File: config.mk
export PLATFORM = sky130hd
export DESIGN_NAME = ddc_top
export DESIGN_NICKNAME = d
export VERILOG_FILES = /design/src/shared/ddc_pkg.sv /design/src/shared/ddc_cmd_if.sv /design/src/design/ddc_top.sv /design/src/design/ddc_decode.sv
export SDC_FILE = /design/constraint.sdc
export NUM_CORES = 1
export LEC_CHECK = 0
export ABC_AREA = 1
export BUFFER_PORTS_ARGS = -buffer_cell sky130_fd_sc_hd__buf_2
export CORE_ASPECT_RATIO = 1.2
export CORE_UTILIZATION = 45
export DETAILED_ROUTE_END_ITERATION = 8
export GPL_ROUTABILITY_DRIVEN = 0
export PLACE_DENSITY = 0.73
export SETUP_SLACK_MARGIN = 0.15
export SYNTH_ARGS = -nofsm -noshare
export SYNTH_HDL_FRONTEND = slang
export SYNTH_SLANG_ARGS = --single-unit
File: constraint.sdc
create_clock -name clk -period 1.5 [get_ports clk]
set_input_delay 0.075 -clock clk [delete_from_list [all_inputs] [get_ports clk]]
set_output_delay 0.075 -clock clk [all_outputs]
set_load 0.02 [all_outputs]
File: src/shared/ddc_pkg.sv
/*
 Shared constants and types for the DDR command decoder and its extended
 mode register: address layout, option bit positions, register offsets,
 command and power-state encodings.
 Assumes nothing of its surroundings; imported whole by every design file.
*/
package ddc_pkg;
    // ------------------------------------------------------------------
    // Pin and field layout
    // ------------------------------------------------------------------
    localparam int ADDR_W = 13;
    localparam int BA_W = 2;
    localparam int NBANK = 4;
    localparam int COL_W = 11;
    localparam int COL_LO_W = 10;
    localparam int A10_POS = 10;
    localparam int A11_POS = 11;
    localparam int A8_POS = 8;
    localparam int EMR_DLL_DIS_POS = 0;
    localparam int EMR_DRV_RED_POS = 1;
    localparam logic [1:0] BA_SEL_BMR = 2'h0;
    localparam logic [1:0] BA_SEL_EMR = 2'h1;
    localparam logic [12:0] MR_RESET = 13'h0000;
    localparam logic [12:0] MR_DLL_RST_MASK = 13'h0100;
    localparam logic [12:0] EMR_DLL_DIS_MASK = 13'h0001;
    // Clock cycles from DLL enable until a read may be issued
    localparam int DLL_LOCK_CYCLES = 200;
    localparam int DLL_CNT_W = 8;
    // ------------------------------------------------------------------
    // AXI4-Lite register map
    // ------------------------------------------------------------------
    localparam int AXI_AW = 8;
    localparam logic [7:0] OFS_CTRL = 8'h00;
    localparam logic [7:0] OFS_STATUS = 8'h04;
    localparam logic [7:0] OFS_BMR = 8'h08;
    localparam logic [7:0] OFS_EMR = 8'h0c;
    localparam logic [7:0] OFS_REFCNT = 8'h10;
    localparam logic [1:0] RESP_OKAY = 2'h0;
    localparam logic [1:0] RESP_SLVERR = 2'h2;
    localparam logic CTRL_EN_RESET = 1'b1;
    // ------------------------------------------------------------------
    // Commands and power states
    // ------------------------------------------------------------------
    typedef enum logic [3:0] {
        CMD_NOP = 4'h0, CMD_ACT = 4'h1, CMD_RD = 4'h2, CMD_WR = 4'h3,
        CMD_BST = 4'h4, CMD_PRE = 4'h5, CMD_AREF = 4'h6, CMD_SREF = 4'h7,
        CMD_MRS = 4'h8, CMD_EMRS = 4'h9, CMD_RSVD = 4'ha
    } ddc_cmd_e;
    typedef enum logic [0:0] {PWR_RUN = 1'h0, PWR_SELF = 1'h1} ddc_pwr_e;
endpackage

File: src/shared/ddc_cmd_if.sv
/*
 Carries one decoded command with its bank and address from the pin
 decoder to the command core.
 Assumes both ends run on the same clock; the content is combinational.
*/
`timescale 1ns/1ps
`default_nettype none
interface ddc_cmd_if import ddc_pkg::*; ();
    ddc_cmd_e cmd;
    logic [BA_W-1:0] ba;
    logic [ADDR_W-1:0] addr;
    modport dec (output cmd, output ba, output addr);
    modport core (input cmd, input ba, input addr);
endinterface
`default_nettype wire

File: src/design/ddc_top.sv
/*
 DDR SDRAM command core with base and extended mode registers, bank
 state, refresh counter, DLL state and write-mask gating, plus an
 AXI4-Lite slave for status and control.
 Assumes command pins and write data are synchronous to clk and that the
 controller observes load, burst-terminate and DLL lock spacing.
*/
// The register offsets and the AXI4-Lite interface to the registers were chosen for this implementation.
// What this block does
// - Load with bank 00 writes base register, 01 extended; opcode from address.
// - Extended register keeps its contents until written again, except that self-refresh exit clears its DLL-disable bit.
// - Extended register controls DLL enable and output drive strength.
// - Leaving self refresh re-enables the DLL with no register write.
// - The unsupported option bits of the extended register have no effect.
// - Deselect and no-op are the same idle cycle.
// - Activate opens the addressed row in the addressed bank.
// - Read and write start a burst at column A0-A9, A11.
// - A10 on read or write selects auto precharge for that command only.
// - Precharge closes one bank, or all banks when A10 is high.
// - Refresh code is auto refresh with CKE high, self refresh with CKE low.
// - Refresh rows come from an internal counter; other inputs are ignored.
// - A write element is stored when its mask is low, dropped when high.
// - Base load with A8 set pulses DLL reset; A8 is not stored.
`timescale 1ns/1ps
`default_nettype none
module ddc_top import ddc_pkg::*; #(
    parameter int DATA_W = 8
) (
    input wire logic clk,
    input wire logic reset,
    input wire logic cs_n,
    input wire logic ras_n,
    input wire logic cas_n,
    input wire logic we_n,
    input wire logic cke,
    input wire logic [BA_W-1:0] ba,
    input wire logic [ADDR_W-1:0] addr,
    input wire logic wdata_valid,
    input wire logic [DATA_W-1:0] wdata,
    input wire logic dm,
    output logic act_q,
    output logic rd_q,
    output logic wr_q,
    output logic bst_q,
    output logic pre_q,
    output logic aref_q,
    output logic [BA_W-1:0] cmd_bank_q,
    output logic [ADDR_W-1:0] cmd_row_q,
    output logic [COL_W-1:0] cmd_col_q,
    output logic auto_pre_q,
    output logic [NBANK-1:0] pre_mask_q,
    output logic [NBANK-1:0] bank_open_q,
    output logic [ADDR_W-1:0] ref_row_q,
    output logic self_ref_q,
    output logic dll_on_q,
    output logic dll_reset_q,
    output logic dll_ready_q,
    output logic drive_reduced_q,
    output logic mem_we_q,
    output logic [DATA_W-1:0] mem_wdata_q,
    input wire logic [AXI_AW-1:0] s_axi_awaddr,
    input wire logic s_axi_awvalid,
    output logic s_axi_awready,
    input wire logic [31:0] s_axi_wdata,
    input wire logic [3:0] s_axi_wstrb,
    input wire logic s_axi_wvalid,
    output logic s_axi_wready,
    output logic [1:0] s_axi_bresp,
    output logic s_axi_bvalid,
    input wire logic s_axi_bready,
    input wire logic [AXI_AW-1:0] s_axi_araddr,
    input wire logic s_axi_arvalid,
    output logic s_axi_arready,
    output logic [31:0] s_axi_rdata,
    output logic [1:0] s_axi_rresp,
    output logic s_axi_rvalid,
    input wire logic s_axi_rready
);
    // ------------------------------------------------------------------
    // Command decode
    // ------------------------------------------------------------------
    ddc_cmd_if cmd_bus ();
    logic ctrl_en_q;
    logic decode_en;

    // Inputs other than clock enable are ignored in self refresh
    assign decode_en = ctrl_en_q && !self_ref_q;

    ddc_decode u_decode (
        .cs_n(cs_n),
        .ras_n(ras_n),
        .cas_n(cas_n),
        .we_n(we_n),
        .cke(cke),
        .decode_en(decode_en),
        .ba(ba),
        .addr(addr),
        .cmd_o(cmd_bus.dec)
    );

    // ------------------------------------------------------------------
    // Command strobes and named fields
    // ------------------------------------------------------------------
    ddc_cmd_e cmd;
    logic is_act, is_rd, is_wr, is_pre, is_aref, is_sref, is_mrs, is_emrs;
    logic a10;
    logic sref_exit;
    logic [NBANK-1:0] bank_onehot;
    logic [COL_W-1:0] col;

    assign cmd = cmd_bus.cmd;
    assign is_act = (cmd == CMD_ACT);
    assign is_rd = (cmd == CMD_RD);
    assign is_wr = (cmd == CMD_WR);
    assign is_pre = (cmd == CMD_PRE);
    assign is_aref = (cmd == CMD_AREF);
    assign is_sref = (cmd == CMD_SREF);
    assign is_mrs = (cmd == CMD_MRS);
    assign is_emrs = (cmd == CMD_EMRS);
    assign a10 = cmd_bus.addr[A10_POS];
    assign bank_onehot = NBANK'(1) << cmd_bus.ba;
    // Column skips A10, which carries the precharge option
    assign col = {cmd_bus.addr[A11_POS], cmd_bus.addr[COL_LO_W-1:0]};

    // ------------------------------------------------------------------
    // Power state: running or self refresh
    // ------------------------------------------------------------------
    ddc_pwr_e pwr_q, pwr_d;

    // Self refresh holds until clock enable returns high
    always_comb begin
        case (pwr_q)
            PWR_RUN: pwr_d = is_sref ? PWR_SELF : PWR_RUN;
            PWR_SELF: pwr_d = cke ? PWR_RUN : PWR_SELF;
            default: pwr_d = PWR_RUN;
        endcase
    end
    assign sref_exit = (pwr_q == PWR_SELF) && cke;

    always_ff @(posedge clk) begin
        if (reset) begin
            pwr_q <= PWR_RUN;
        end else begin
            pwr_q <= pwr_d;
        end
    end

    // ------------------------------------------------------------------
    // Mode registers and DLL
    // ------------------------------------------------------------------
    logic [ADDR_W-1:0] bmr_q, emr_q, emr_d;
    logic [DLL_CNT_W-1:0] dll_cnt_q;
    logic dll_start;

    // Self-refresh exit clears the DLL-disable bit by itself
    assign emr_d = is_emrs ? cmd_bus.addr :
                   sref_exit ? (emr_q & ~EMR_DLL_DIS_MASK) : emr_q;
    // A fresh enable or a DLL reset restarts the lock count
    assign dll_start = (!emr_d[EMR_DLL_DIS_POS] && !dll_on_q) ||
                       (is_mrs && cmd_bus.addr[A8_POS]);

    // Base register load; the DLL reset bit is never stored
    always_ff @(posedge clk) begin
        if (reset) begin
            bmr_q <= MR_RESET;
            emr_q <= MR_RESET;
        end else begin
            if (is_mrs) begin
                bmr_q <= cmd_bus.addr & ~MR_DLL_RST_MASK;
            end
            emr_q <= emr_d;
        end
    end

    // Only bits 0 and 1 act; other stored bits have no function
    always_ff @(posedge clk) begin
        if (reset) begin
            dll_on_q <= 1'b1;
            drive_reduced_q <= 1'b0;
            dll_reset_q <= 1'b0;
        end else begin
            dll_on_q <= !emr_d[EMR_DLL_DIS_POS];
            drive_reduced_q <= emr_d[EMR_DRV_RED_POS];
            dll_reset_q <= is_mrs && cmd_bus.addr[A8_POS];
        end
    end

    // Lock counter; status only, reads are not blocked by it
    always_ff @(posedge clk) begin
        if (reset) begin
            dll_cnt_q <= '0;
            dll_ready_q <= 1'b0;
        end else if (emr_d[EMR_DLL_DIS_POS] || dll_start) begin
            dll_cnt_q <= '0;
            dll_ready_q <= 1'b0;
        end else if (!dll_ready_q) begin
            dll_cnt_q <= dll_cnt_q + DLL_CNT_W'(1);
            dll_ready_q <= (dll_cnt_q == DLL_CNT_W'(DLL_LOCK_CYCLES - 1));
        end
    end

    // ------------------------------------------------------------------
    // Bank state and command outputs
    // ------------------------------------------------------------------
    logic [NBANK-1:0] close_mask;

    // Precharge with A10 high ignores the bank bits
    assign close_mask = is_pre ? (a10 ? {NBANK{1'b1}} : bank_onehot) :
                        ((is_rd || is_wr) && a10) ? bank_onehot : '0;

    always_ff @(posedge clk) begin
        if (reset) begin
            bank_open_q <= '0;
        end else begin
            bank_open_q <= (bank_open_q & ~close_mask) |
                           (is_act ? bank_onehot : '0);
        end
    end

    // One-cycle strobes for activate, read, write, burst terminate, precharge and auto refresh
    always_ff @(posedge clk) begin
        if (reset) begin
            act_q <= 1'b0;
            rd_q <= 1'b0;
            wr_q <= 1'b0;
            bst_q <= 1'b0;
            pre_q <= 1'b0;
            aref_q <= 1'b0;
        end else begin
            act_q <= is_act;
            rd_q <= is_rd;
            wr_q <= is_wr;
            bst_q <= (cmd == CMD_BST);
            pre_q <= is_pre;
            aref_q <= is_aref;
        end
    end

    // Fields held until the next command of their kind
    always_ff @(posedge clk) begin
        if (reset) begin
            cmd_bank_q <= '0;
            cmd_row_q <= '0;
            cmd_col_q <= '0;
            auto_pre_q <= 1'b0;
            pre_mask_q <= '0;
        end else begin
            if (is_act || is_rd || is_wr || is_pre) begin
                cmd_bank_q <= cmd_bus.ba;
            end
            if (is_act) begin
                cmd_row_q <= cmd_bus.addr;
            end
            if (is_rd || is_wr) begin
                cmd_col_q <= col;
                auto_pre_q <= a10;
            end
            if (is_pre) begin
                pre_mask_q <= close_mask;
            end
        end
    end

    // ------------------------------------------------------------------
    // Refresh counter and self-refresh flag
    // ------------------------------------------------------------------
    // Rows come only from the counter, never from the address pins
    always_ff @(posedge clk) begin
        if (reset) begin
            ref_row_q <= '0;
            self_ref_q <= 1'b0;
        end else begin
            if (is_aref || is_sref) begin
                ref_row_q <= ref_row_q + ADDR_W'(1);
            end
            self_ref_q <= (pwr_d == PWR_SELF);
        end
    end

    // ------------------------------------------------------------------
    // Write data masking
    // ------------------------------------------------------------------
    // Masked elements never reach the array
    always_ff @(posedge clk) begin
        if (reset) begin
            mem_we_q <= 1'b0;
            mem_wdata_q <= '0;
        end else begin
            mem_we_q <= wdata_valid && !dm;
            mem_wdata_q <= wdata;
        end
    end

    // ------------------------------------------------------------------
    // AXI4-Lite slave
    // ------------------------------------------------------------------
    logic aw_got_q, w_got_q;
    logic [AXI_AW-1:0] waddr_q;
    logic [31:0] wdata_q;
    logic [3:0] wstrb_q;
    logic do_write;
    logic [AXI_AW-1:0] waligned, raligned;
    logic wmapped, rmapped;
    logic [31:0] status_word, rd_word;

    assign do_write = aw_got_q && w_got_q && !s_axi_bvalid;
    assign waligned = {waddr_q[AXI_AW-1:2], 2'h0};
    assign raligned = {s_axi_araddr[AXI_AW-1:2], 2'h0};
    assign wmapped = (waligned <= OFS_REFCNT);
    assign rmapped = (raligned <= OFS_REFCNT);
    assign status_word = {24'h0, dll_ready_q, dll_on_q, drive_reduced_q,
                          self_ref_q, bank_open_q};
    // Read mux; unmapped words read zero
    assign rd_word = (raligned == OFS_CTRL) ? {31'h0, ctrl_en_q} :
                     (raligned == OFS_STATUS) ? status_word :
                     (raligned == OFS_BMR) ? {19'h0, bmr_q} :
                     (raligned == OFS_EMR) ? {19'h0, emr_q} :
                     (raligned == OFS_REFCNT) ? {19'h0, ref_row_q} : 32'h0;

    // Address and data taken in either order, answered after both
    always_ff @(posedge clk) begin
        if (reset) begin
            aw_got_q <= 1'b0;
            w_got_q <= 1'b0;
            s_axi_awready <= 1'b1;
            s_axi_wready <= 1'b1;
            waddr_q <= '0;
            wdata_q <= '0;
            wstrb_q <= '0;
        end else begin
            if (s_axi_awvalid && s_axi_awready) begin
                aw_got_q <= 1'b1;
                s_axi_awready <= 1'b0;
                waddr_q <= s_axi_awaddr;
            end
            if (s_axi_wvalid && s_axi_wready) begin
                w_got_q <= 1'b1;
                s_axi_wready <= 1'b0;
                wdata_q <= s_axi_wdata;
                wstrb_q <= s_axi_wstrb;
            end
            if (s_axi_bvalid && s_axi_bready) begin
                aw_got_q <= 1'b0;
                w_got_q <= 1'b0;
                s_axi_awready <= 1'b1;
                s_axi_wready <= 1'b1;
            end
        end
    end

    // Write answer and the one writable bit
    always_ff @(posedge clk) begin
        if (reset) begin
            s_axi_bvalid <= 1'b0;
            s_axi_bresp <= RESP_OKAY;
            ctrl_en_q <= CTRL_EN_RESET;
        end else if (do_write) begin
            s_axi_bvalid <= 1'b1;
            s_axi_bresp <= wmapped ? RESP_OKAY : RESP_SLVERR;
            if (waligned == OFS_CTRL && wstrb_q[0]) begin
                ctrl_en_q <= wdata_q[0];
            end
        end else if (s_axi_bready) begin
            s_axi_bvalid <= 1'b0;
        end
    end

    // Read answer one cycle after the address is taken
    always_ff @(posedge clk) begin
        if (reset) begin
            s_axi_arready <= 1'b1;
            s_axi_rvalid <= 1'b0;
            s_axi_rdata <= '0;
            s_axi_rresp <= RESP_OKAY;
        end else if (s_axi_arvalid && s_axi_arready) begin
            s_axi_arready <= 1'b0;
            s_axi_rvalid <= 1'b1;
            s_axi_rdata <= rd_word;
            s_axi_rresp <= rmapped ? RESP_OKAY : RESP_SLVERR;
        end else if (s_axi_rvalid && s_axi_rready) begin
            s_axi_arready <= 1'b1;
            s_axi_rvalid <= 1'b0;
        end
    end
endmodule
`default_nettype wire

File: src/design/ddc_decode.sv
/*
 Pin-level command decoder: turns chip select, row/column strobes, write
 enable and clock enable into one command per clock.
 Assumes pins are synchronous to clk; output is combinational.
*/
`timescale 1ns/1ps
`default_nettype none
module ddc_decode import ddc_pkg::*; (
    input wire logic cs_n,
    input wire logic ras_n,
    input wire logic cas_n,
    input wire logic we_n,
    input wire logic cke,
    input wire logic decode_en,
    input wire logic [BA_W-1:0] ba,
    input wire logic [ADDR_W-1:0] addr,
    ddc_cmd_if.dec cmd_o
);
    // ------------------------------------------------------------------
    // Command table
    // ------------------------------------------------------------------
    logic register_select_high_bit;
    logic register_select_low_bit;
    logic [1:0] mr_sel;
    ddc_cmd_e cmd_raw;
    ddc_cmd_e cmd_lmr;

    assign register_select_high_bit = ba[1];
    assign register_select_low_bit = ba[0];
    assign mr_sel = {register_select_high_bit, register_select_low_bit};
    // Other bank codes on a load are reserved and do nothing
    assign cmd_lmr = (mr_sel == BA_SEL_BMR) ? CMD_MRS :
                     (mr_sel == BA_SEL_EMR) ? CMD_EMRS : CMD_RSVD;

    // Deselect and no-op collapse to one code
    always_comb begin
        case ({ras_n, cas_n, we_n})
            3'h3: cmd_raw = CMD_ACT;
            3'h5: cmd_raw = CMD_RD;
            3'h4: cmd_raw = CMD_WR;
            3'h6: cmd_raw = CMD_BST;
            3'h2: cmd_raw = CMD_PRE;
            3'h1: cmd_raw = cke ? CMD_AREF : CMD_SREF;
            3'h0: cmd_raw = cmd_lmr;
            default: cmd_raw = CMD_NOP;
        endcase
    end

    // Only the refresh code may be taken with clock enable low
    assign cmd_o.cmd = (cs_n || !decode_en) ? CMD_NOP :
                       (!cke && cmd_raw != CMD_SREF) ? CMD_NOP : cmd_raw;
    assign cmd_o.ba = ba;
    assign cmd_o.addr = addr;
endmodule
`default_nettype wire

=== Word-level counts from Yosys, hierarchy flattened ===
Index checks and enable logic that the tools add are counted.
W data, S select, Z words.

* Multiplexer cells: 29
* Reduce and logical (&&, ||, !) cells: 39
* $add $sub $neg: 2
* Equal/unequal tests: 22
* Order comparisons: 2
* Bitwise gates (word level): 4
* Shifts and indexed selects: 1

{| class="wikitable"
|+ Operator list
! cell !! count
|-
| $mux W13 || 6
|-
| $mux W4 || 7
|-
| $pmux W4 S7 || 1
|-
| $eq A4 B3 Y1 const B || 4
|-
| $le A8 B5 Y1 const B || 2
|-
| $logic_not A8 Y1 || 2
|-
| $logic_and A1 B1 Y1 || 15
|-
| $add A13 B1 Y13 const B || 1
|-
| $eq A6 B2 Y1 const B || 2
|-
| $mux W1 || 11
|-
| $eq A3 B3 Y1 const B || 3
|-
| $add A8 B1 Y8 const B || 1
|-
| $eq A4 B2 Y1 const B || 2
|-
| $eq A4 B4 Y1 const B || 2
|-
| $eq A8 B8 Y1 const B || 1
|-
| $logic_or A1 B1 Y1 || 8
|-
| $logic_not A1 Y1 || 7
|-
| $eq A3 B2 Y1 const B || 2
|-
| $eq A6 B1 Y1 const B || 1
|-
| $eq A6 B3 Y1 const B || 1
|-
| $mux W2 || 3
|-
| $and A4 B4 Y4 || 1
|-
| $eq A4 B1 Y1 const B || 1
|-
| $ne A4 B3 Y1 const B || 1
|-
| 12 further kinds || 14
|}

* Register bits: 155
* Input bits: 89
* Output and inout port bits: 109

=== Longest topological paths before layout ===
Gate-level depths: netlist of run 1.

* Word-level depth: 16
* Depth in mapped cells: 12
* Mapped depth without buffers: 12

=== By module ===
From an unflattened synthesis of run 1, not the netlist that was laid out.

* Cell total of the unflattened synthesis: 757
* Area, all modules: 5544.1 µm²

{| class="wikitable"
|+ Modules (own cells, without submodules)
! module !! cells each !! area an instance (µm²) !! instances
|-
| ddc_top || 714 || 5301.3 || 1
|-
| ddc_decode || 43 || 242.7 || 1
|}

=== Worst setup path before layout of run 1 ===
Ideal clock, no wire load.

* Path type: flip-flop to flip-flop
* Start: reg self_ref_q
* End: reg cmd_row_q[10]
* Stages on the path, launching flop included: 10
* Library setup time: 0.116 ns
* Setup slack: -0.081 ns
* Path buffers: 1
* Period minus slack after synthesis: 1.581 ns
* Arrival time: 1.465 ns
* Data required time: 1.384 ns
* Cell sequence: dfxtp_1 > nand3b_4 > a21oi_2 > inv_4 > nand2_4 > nor2_4 > inv_4 > clkbuf_8 > nor2_1 > nor2_1

* Longest elaborated chain between the ends: 6

{| class="wikitable"
|+ Ends and longest elaborated chain
! item !! RTL line !! RTL
|-
| start: declaration || ddc_top.sv:54 || <nowiki>output logic self_ref_q,</nowiki>
|-
| start signal: assignment || ddc_top.sv:276 || <nowiki>self_ref_q <= (pwr_d == PWR_SELF);</nowiki>
|-
| $logic_not A1 Y1 || ddc_top.sv:87 || <nowiki>assign decode_en = ctrl_en_q && !self_ref_q;</nowiki>
|-
| $logic_and A1 B1 Y1 || ddc_top.sv:87 ||
|-
| $logic_not A1 Y1 || ddc_decode.sv:50 || <nowiki>assign cmd_o.cmd = (cs_n || !decode_en) ? CMD_NOP :</nowiki>
|-
| $logic_or A1 B1 Y1 || ddc_decode.sv:50 ||
|-
| $mux W4 || ddc_decode.sv:50 ||
|-
| $eq A4 B1 Y1 || ddc_top.sv:112 || <nowiki>assign is_act = (cmd == CMD_ACT);</nowiki>
|-
| end signal: assignment || ddc_top.sv:252 || <nowiki>cmd_row_q <= cmd_bus.addr;</nowiki>
|-
| end: declaration || ddc_top.sv:48 || <nowiki>output logic [ADDR_W-1:0] cmd_row_q,</nowiki>
|}

Every way passes these cells.
A chain may end at the register's enable or synchronous reset.

=== Worst setup path in the final report of run 1 ===
* Start: reg ctrl_en_q
* End: reg emr_q[8]

* Longest elaborated chain between the ends: 5

{| class="wikitable"
|+ Ends and longest elaborated chain
! item !! RTL line !! RTL
|-
| start: declaration || ddc_top.sv:83 || <nowiki>logic ctrl_en_q;</nowiki>
|-
| start signal: assignment || ddc_top.sv:361 || <nowiki>ctrl_en_q <= wdata_q[0];</nowiki>
|-
| $logic_and A1 B1 Y1 || ddc_top.sv:87 ||
|-
| $logic_not A1 Y1 || ddc_decode.sv:50 ||
|-
| $logic_or A1 B1 Y1 || ddc_decode.sv:50 ||
|-
| $mux W4 || ddc_decode.sv:50 ||
|-
| $eq A4 B4 Y1 || ddc_top.sv:119 || <nowiki>assign is_emrs = (cmd == CMD_EMRS);</nowiki>
|-
| end signal: assignment || ddc_top.sv:171 || <nowiki>emr_q <= emr_d;</nowiki>
|-
| end: declaration || ddc_top.sv:151 || <nowiki>logic [ADDR_W-1:0] bmr_q, emr_q, emr_d;</nowiki>
|}

Every way passes these cells.

==> impl_metrics.py, run 1 <==
metrics = {
    "worst_setup_path": {
        "worst_r2r_startpoint": "ctrl_en_q$_SDFFE_PP1P_",
        "r2r_setup_slack_ns": -0.08,
        "critical_path_arrival_ns": 1.88,
        "critical_path.reg2reg.endpoint": "emr_q[8]$_SDFFE_PP0N_",
        "path_class": "register to register",
        "critical-path-top-cell-by-count": "sky130_fd_sc_hd__nor2_4",
        "cp_max_fo": 8,
        "worstSetupStartpoint": "ctrl_en_q$_SDFFE_PP1P_",
        "critPathMaxStageDelay_ns": 0.34,
        "crit_slowest_cell": "sky130_fd_sc_hd__dfxtp_2",
        "category_of_the_worst_setup_path_capture_point": "register",
        "cell_chain_critical_path": "nand2_2 > nor2_4 > nand3_4 > nor2_4 > nor2_4 > nand2_4 > buf_6 > clkinv_8 > nor2_2 > nor2_1",
        "r2r_cells": 10,
        "crit_required_ns": 1.80,
        "critPathLaunchType": "register",
    },
    "synth": {
        "ys_top_cells_by_area": "sky130_fd_sc_hd__dfxtp_1, sky130_fd_sc_hd__nor2_1, sky130_fd_sc_hd__nand2_1",
        "synth_largest_type_area_fraction": 0.452,
        "postSynthCellCount": 767,
        "synth.avg_cell_area_sq_um": 7.57,
        "ys_seq_elements": 131,
        "netlist_area_sq_um": 5800,
        "synth-warning-count": 0,
        "synth_top_area_cell": "sky130_fd_sc_hd__dfxtp_1",
        "post_synth_num_cell_types": 38,
        "synth.yosys.seq_area_share": 0.452,
    },
    "clock_tree": {
        "clock_tree_from_tritoncts": "yes",
        "clockRootBuffer": "sky130_fd_sc_hd__clkbuf_16",
        "cts_buffers": 17,
        "clkSlewWorstSetupHoldPaths_ns": 0.06,
        "htreeDepth": 4,
        "clock_latency_ns": 0.41,
        "clkSinkCount": 131,
        "clk_path_buf_depth": 2,
    },
    "worst_hold_path": {
        "min_delay_path_depth": 3,
        "hold_path.class": "input port to register",
        "hold_path_startpoint": "s_axi_wvalid",
        "worstHoldEndpoint": "wdata_q[0]$_SDFFE_PP0P_",
    },
    "final_layout": {
        "layout-drive-gt1-share": 0.322,
        "final_common_cell": "sky130_fd_sc_hd__buf_2",
        "finalCoreUtilization": 0.651,
        "commonest_non_fill_non_tap_cells_in_the_layout": "sky130_fd_sc_hd__buf_2, sky130_fd_sc_hd__nand2_1, sky130_fd_sc_hd__dfxtp_1, sky130_fd_sc_hd__nor2_1, sky130_fd_sc_hd__a21oi_1",
        "diodes": 0,
        "final_net_count": 1070,
        "finalInstanceArea_sq_um": 8210,
        "area_growth_syn_to_layout_pct": 41.4,
    },
    "grt": {
        "vias_in_the_first_global_route": 5362,
        "global_route.overflow_total": 0,
        "grt_max_degree": 65,
        "grt.total_usage": 0.241,
        "grt_pass1_wl_mm": 25.4,
        "grt_antenna_before_repair": 0,
    },
    "placement": {
        "detailedPlace.worstSlack_ns": -0.0645,
        "port-buffer-count": 138,
        "place.detailed.hpwl_mm": 10.5,
        "detailed_place.area_sq_um": 6730,
    },
    "drt": {
        "detail_route.wirelength_mm": 16.6,
        "firstDrtPassIters": 5,
        "detail_route.drc_violations": 0,
        "routed_wire_length_per_instance_microns": 14.4,
        "drt-vias-per-instance": 5.00,
        "route.antenna.remaining_nets": 0,
        "drt_iter0_markers": 378,
        "vias": 5780,
    },
    "floorplan": {
        "die_h_microns": 126,
        "placementRows": 45,
        "die_x_microns": 106,
        "initial_utilization": 0.460,
        "area_of_the_core_sq_um": 12600,
        "dieArea_sq_um": 13400,
        "num_io_pins": 198,
    },
    "run_status": {
        "result_of_the_run": "complete, but fails checks",
        "violations": "negative setup slack",
    },
    "timing": {
        "highest_clock_rate_mhz": 632,
        "hold_viol_final": 0,
        "rsz0062_at_grt": "yes",
        "post-route-period-util": 1.06,
        "timing.hold.ws_ns": 0.0156,
        "timing.clock.skew_ns": 0.00946,
        "final_period_minus_worst_setup_slack_ns": 1.58,
        "final.setup.worst_slack_ns": -0.0831,
        "maxSlewViolCount": 0,
        "setup_viol_count_final": 43,
    },
    "job": {
        "max-cap-violations": 0,
    },
    "power_and_ir_drop": {
        "total_leakage_power_nw": 3.68,
        "powerDensity_nw_per_um2": 1060,
        "vdd_ir_drop_max_mv": 0.707,
    },
}
Yosys cell counts (all sizes together):
cell / n
a21boi: 1
a21o: 1
a21oi: 74
a41oi: 1
buf: 34
clkbuf: 16
conb: 1
dfxtp: 131
ha: 2
inv: 65
mux2i: 1
nand2: 146
nand3: 39
nand3b: 1
nand4: 6
nor2: 147
nor3: 21
nor4: 1
nor4b: 1
o211ai: 5
o21ai: 59
xnor2: 2
xor2: 12
per-stage QoR:
stage               instances  power, mW  setup TNS, ns
floorplan                 787       4.29              0
global placement         1065       4.54        -0.0366
detailed placement       1065       4.55         -0.644
CTS                      1144       8.66        -0.0206
global route             1156       9.05          -7.51
finish                   1156       8.71          -1.12
timing repair:
item | in CTS | in global routing
pin swaps | 16 | 17
endpoints found under the setup margin | 84 | 93
hold endpoints to repair | 62 | 0
buffers inserted | 10 | 11
gates cloned | 4 | 1
hold buffers | 33 | 0
gates resized for setup | 38 | 84
layout make-up:
cell class / count / area, sq um
timing repair buffer: 218 / 1480
multi-input combinational: 544 / 3000
sequential: 131 / 2630
inverter: 65 / 279
clock inverter: 10 / 105
clock buffer: 22 / 475
tap: 164 / 205
fill: 1035 / 4410
timing repair inverter: 2 / 22.5
sequential cells by signal, summed over array words and instances, names as in the netlist, 6 cells and up:
signal,flops
cmd_col_q,11
emr_q,13
mem_wdata_q,8
cmd_row_q,13
bmr_q,12
s_axi_rdata,13
waddr_q,6
ref_row_q,13
dll_cnt_q,8
worst max-delay path by stage:
stage / slack [ns] / cells after the start / to
floorplan: 0.09 / 9 / cmd_col_q[0]$_SDFFE_PP0N_
global placement: -0.02 / 9 / dll_on_q$_SDFF_PP1_
detailed placement: -0.06 / 9 / dll_on_q$_SDFF_PP1_
CTS: -0.01 / 8 / dll_cnt_q[0]$_SDFFE_PP0N_
global route: -0.17 / 9 / cmd_row_q[7]$_SDFFE_PP0N_
finish: -0.08 / 10 / emr_q[8]$_SDFFE_PP0N_
layer usage:
metal	wire [microns]	GRT usage	up-vias
met4	415	0.0964	0
met1	6810	0.283	2664
met3	1020	0.0627	35
li1	-	-	2852
met2	8370	0.418	229
met5	0	0	-
worst max-delay path, delay by kind of cell, from the launching register on:
family | cells | cell delay (ns)
and+or+nand+nor | 8 | 0.89
DFF | 1 | 0.34
buffers and inverters | 2 | 0.22
cell families after synthesis:
group	Yosys count	share of synthesized area
simple gates	362	0.292
compound gates	141	0.126
flops	131	0.452
buf+inv	115	0.103
xor+xnor	14	0.0211
fa+ha+maj	2	0.00431
other cells	1	0.000646
mux	1	0.00172
report_power, final:
group	leakage, nW	internal, mW	switching, mW
Clock	0.285	2.57	1.48
Combinational	2.33	0.374	0.627
Sequential	1.07	3.60	0.0682
No activity file was read; power rests on OpenSTA's default activity.
==> run 2: changes to the inputs <==
- CORE_MARGIN: default -> 2
- CORE_UTILIZATION: 45 -> 35
- PLACE_DENSITY: 0.73 -> 0.7
==> impl_metrics.py, run 2 (synthesis results as in run 1) <==
metrics = {
    "worst_hold_path": {
        "hold_path.class": "input port to register",
        "hold_path_startpoint": "addr[0]",
    },
    "grt": {
        "global_route.overflow_total": 0,
        "grt_pass1_wl_mm": 26.4,
        "grt_antenna_before_repair": 0,
        "vias_in_the_first_global_route": 5291,
        "grt_use_met3": 0.0523,
        "grt_max_degree": 65,
        "most_used_routing_layer": "met2",
        "met2_layer_usage_reported_by_global_route": 0.321,
        "groute.layer.met1.usage": 0.222,
        "grt.total_usage": 0.190,
    },
    "power_and_ir_drop": {
        "powerDensity_nw_per_um2": 1050,
        "total_leakage_power_nw": 3.84,
        "vdd_ir_drop_max_mv": 0.684,
    },
    "final_layout": {
        "commonest_non_fill_non_tap_cells_in_the_layout": "sky130_fd_sc_hd__buf_2, sky130_fd_sc_hd__dfxtp_1, sky130_fd_sc_hd__nor2_1, sky130_fd_sc_hd__nand2_1, sky130_fd_sc_hd__a21oi_1",
        "finalCoreUtilization": 0.529,
        "area_growth_syn_to_layout_pct": 47.7,
        "final_common_cell": "sky130_fd_sc_hd__buf_2",
        "final_net_count": 1071,
        "finalInstanceArea_sq_um": 8570,
        "layout-drive-gt1-share": 0.354,
        "diodes": 0,
        "final.fill_count": 1497,
    },
    "job": {
        "max-cap-violations": 0,
    },
    "floorplan": {
        "num_io_pins": 198,
        "die_h_microns": 145,
        "initial_utilization": 0.358,
        "dieArea_sq_um": 17600,
        "area_of_the_core_sq_um": 16200,
        "die_x_microns": 122,
        "placementRows": 51,
    },
    "timing": {
        "setup_viol_count_final": 55,
        "slew_headroom": 0.576,
        "maxSlewViolCount": 0,
        "post-route-period-util": 1.08,
        "rsz0062_at_grt": "yes",
        "final.setup.worst_slack_ns": -0.113,
        "final_period_minus_worst_setup_slack_ns": 1.61,
        "worstMarginPinSlew_ns": 0.630,
        "highest_clock_rate_mhz": 620,
        "timing.clock.skew_ns": 0.00533,
        "hold_viol_final": 0,
    },
    "placement": {
        "port-buffer-count": 138,
        "place.detailed.hpwl_mm": 11.3,
        "detailed_place.area_sq_um": 6760,
    },
    "clock_tree": {
        "clkSinkCount": 131,
        "clkSlewWorstSetupHoldPaths_ns": 0.06,
        "clock_tree_from_tritoncts": "yes",
        "clockRootBuffer": "sky130_fd_sc_hd__clkbuf_16",
        "htreeDepth": 4,
        "cts_buffers": 17,
        "clock_latency_ns": 0.42,
        "clk_path_buf_depth": 2,
    },
    "worst_setup_path": {
        "r2r_setup_slack_ns": -0.11,
        "category_of_the_worst_setup_path_capture_point": "register",
        "critical_path_arrival_ns": 1.93,
        "worst_r2r_startpoint": "self_ref_q$_SDFF_PP0_",
        "crit_required_ns": 1.82,
        "path_class": "register to register",
        "worstSetupStartpoint": "self_ref_q$_SDFF_PP0_",
        "critPathLaunchType": "register",
        "cp_max_fo": 8,
    },
    "drt": {
        "drt-vias-per-instance": 4.74,
        "firstDrtPassIters": 5,
        "detail_route.drc_violations": 0,
        "route.antenna.remaining_nets": 0,
        "routed_wire_length_per_instance_microns": 14.3,
        "vias": 5712,
        "drt_iter0_markers": 319,
        "detail_route.wirelength_mm": 17.3,
    },
    "run_status": {
        "result_of_the_run": "complete, but fails checks",
        "violations": "negative setup slack",
    },
}
run 2: power by group:
group          leakage [nW]  switching, mW  internal (mW)  total (mW)
clock network         0.296           1.59           2.70        4.29
logic                  2.47          0.645          0.404        1.05
registers              1.07         0.0697           3.59        3.66
run 2: path summary, 6_finish.rpt:
path,endpoint,depth (start not counted)
max,cmd_col_q[4]$_SDFFE_PP0N_,9
min,cmd_col_q[0]$_SDFFE_PP0N_,3
max reg2reg,cmd_col_q[4]$_SDFFE_PP0N_,9
min reg2reg,s_axi_rdata[7]$_SDFFE_PP0P_,2
run 2: repair_timing:
| item | 4_1_cts | 5_1_grt |
|---|---|---|
| endpoints found under the hold margin | 65 | 0 |
| buffers inserted | 11 | 12 |
| gates cloned | 4 | 2 |
| endpoints found under the setup margin | 85 | 96 |
| pin swaps | 10 | 36 |
| hold buffers | 34 | 0 |
| gates resized for setup | 41 | 130 |
run 2: worst max-delay path, cell delays in order (launching register included):
cell                      delay [ns]
sky130_fd_sc_hd__dfxtp_4        0.35
sky130_fd_sc_hd__buf_6          0.12
sky130_fd_sc_hd__nor2_4         0.20
sky130_fd_sc_hd__nand3_2        0.16
sky130_fd_sc_hd__nand2_4        0.15
sky130_fd_sc_hd__nor2_4         0.06
sky130_fd_sc_hd__buf_12         0.14
sky130_fd_sc_hd__buf_12         0.14
sky130_fd_sc_hd__o21ai_2        0.13
sky130_fd_sc_hd__nor2_1         0.05
run 2: cell type report:
cell class	count	area, sq um	area share
Clock buffer	20	457	0.0533
Clock inverter	12	155	0.0181
Inverter	65	284	0.0331
Multi-Input combinational cell	544	3170	0.370
Sequential cell	131	2630	0.307
Tap cell	212	265	0.0310
Timing Repair Buffer	220	1590	0.186
Timing Repair inverter	1	11.3	0.00131
run 2: metrics by stage:
stage / TNS [ns] / hold WS, ns / total power, mW / cells / worst slack [ns]
global route: -9.04 / 0.0120 / 9.32 / 1205 / -0.194
CTS: -1.27 / 0.00168 / 8.93 / 1191 / -0.0695
global placement: -0.0132 / 0.230 / 4.53 / 1110 / -0.00909
floorplan: 0 / 0.147 / 4.29 / 787 / 0.0943
finish: -3.02 / 0.0175 / 9.00 / 1205 / -0.113
detailed placement: -0.446 / 0.232 / 4.55 / 1110 / -0.0409
run 2: metal layers:
| metal | vias to the layer above | part of all wire |
|---|---|---|
| met5 | - | 0 |
| met4 | 0 | 0.030 |
| met3 | 37 | 0.061 |
| met2 | 197 | 0.51 |
| met1 | 2614 | 0.40 |
| li1 | 2864 | - |
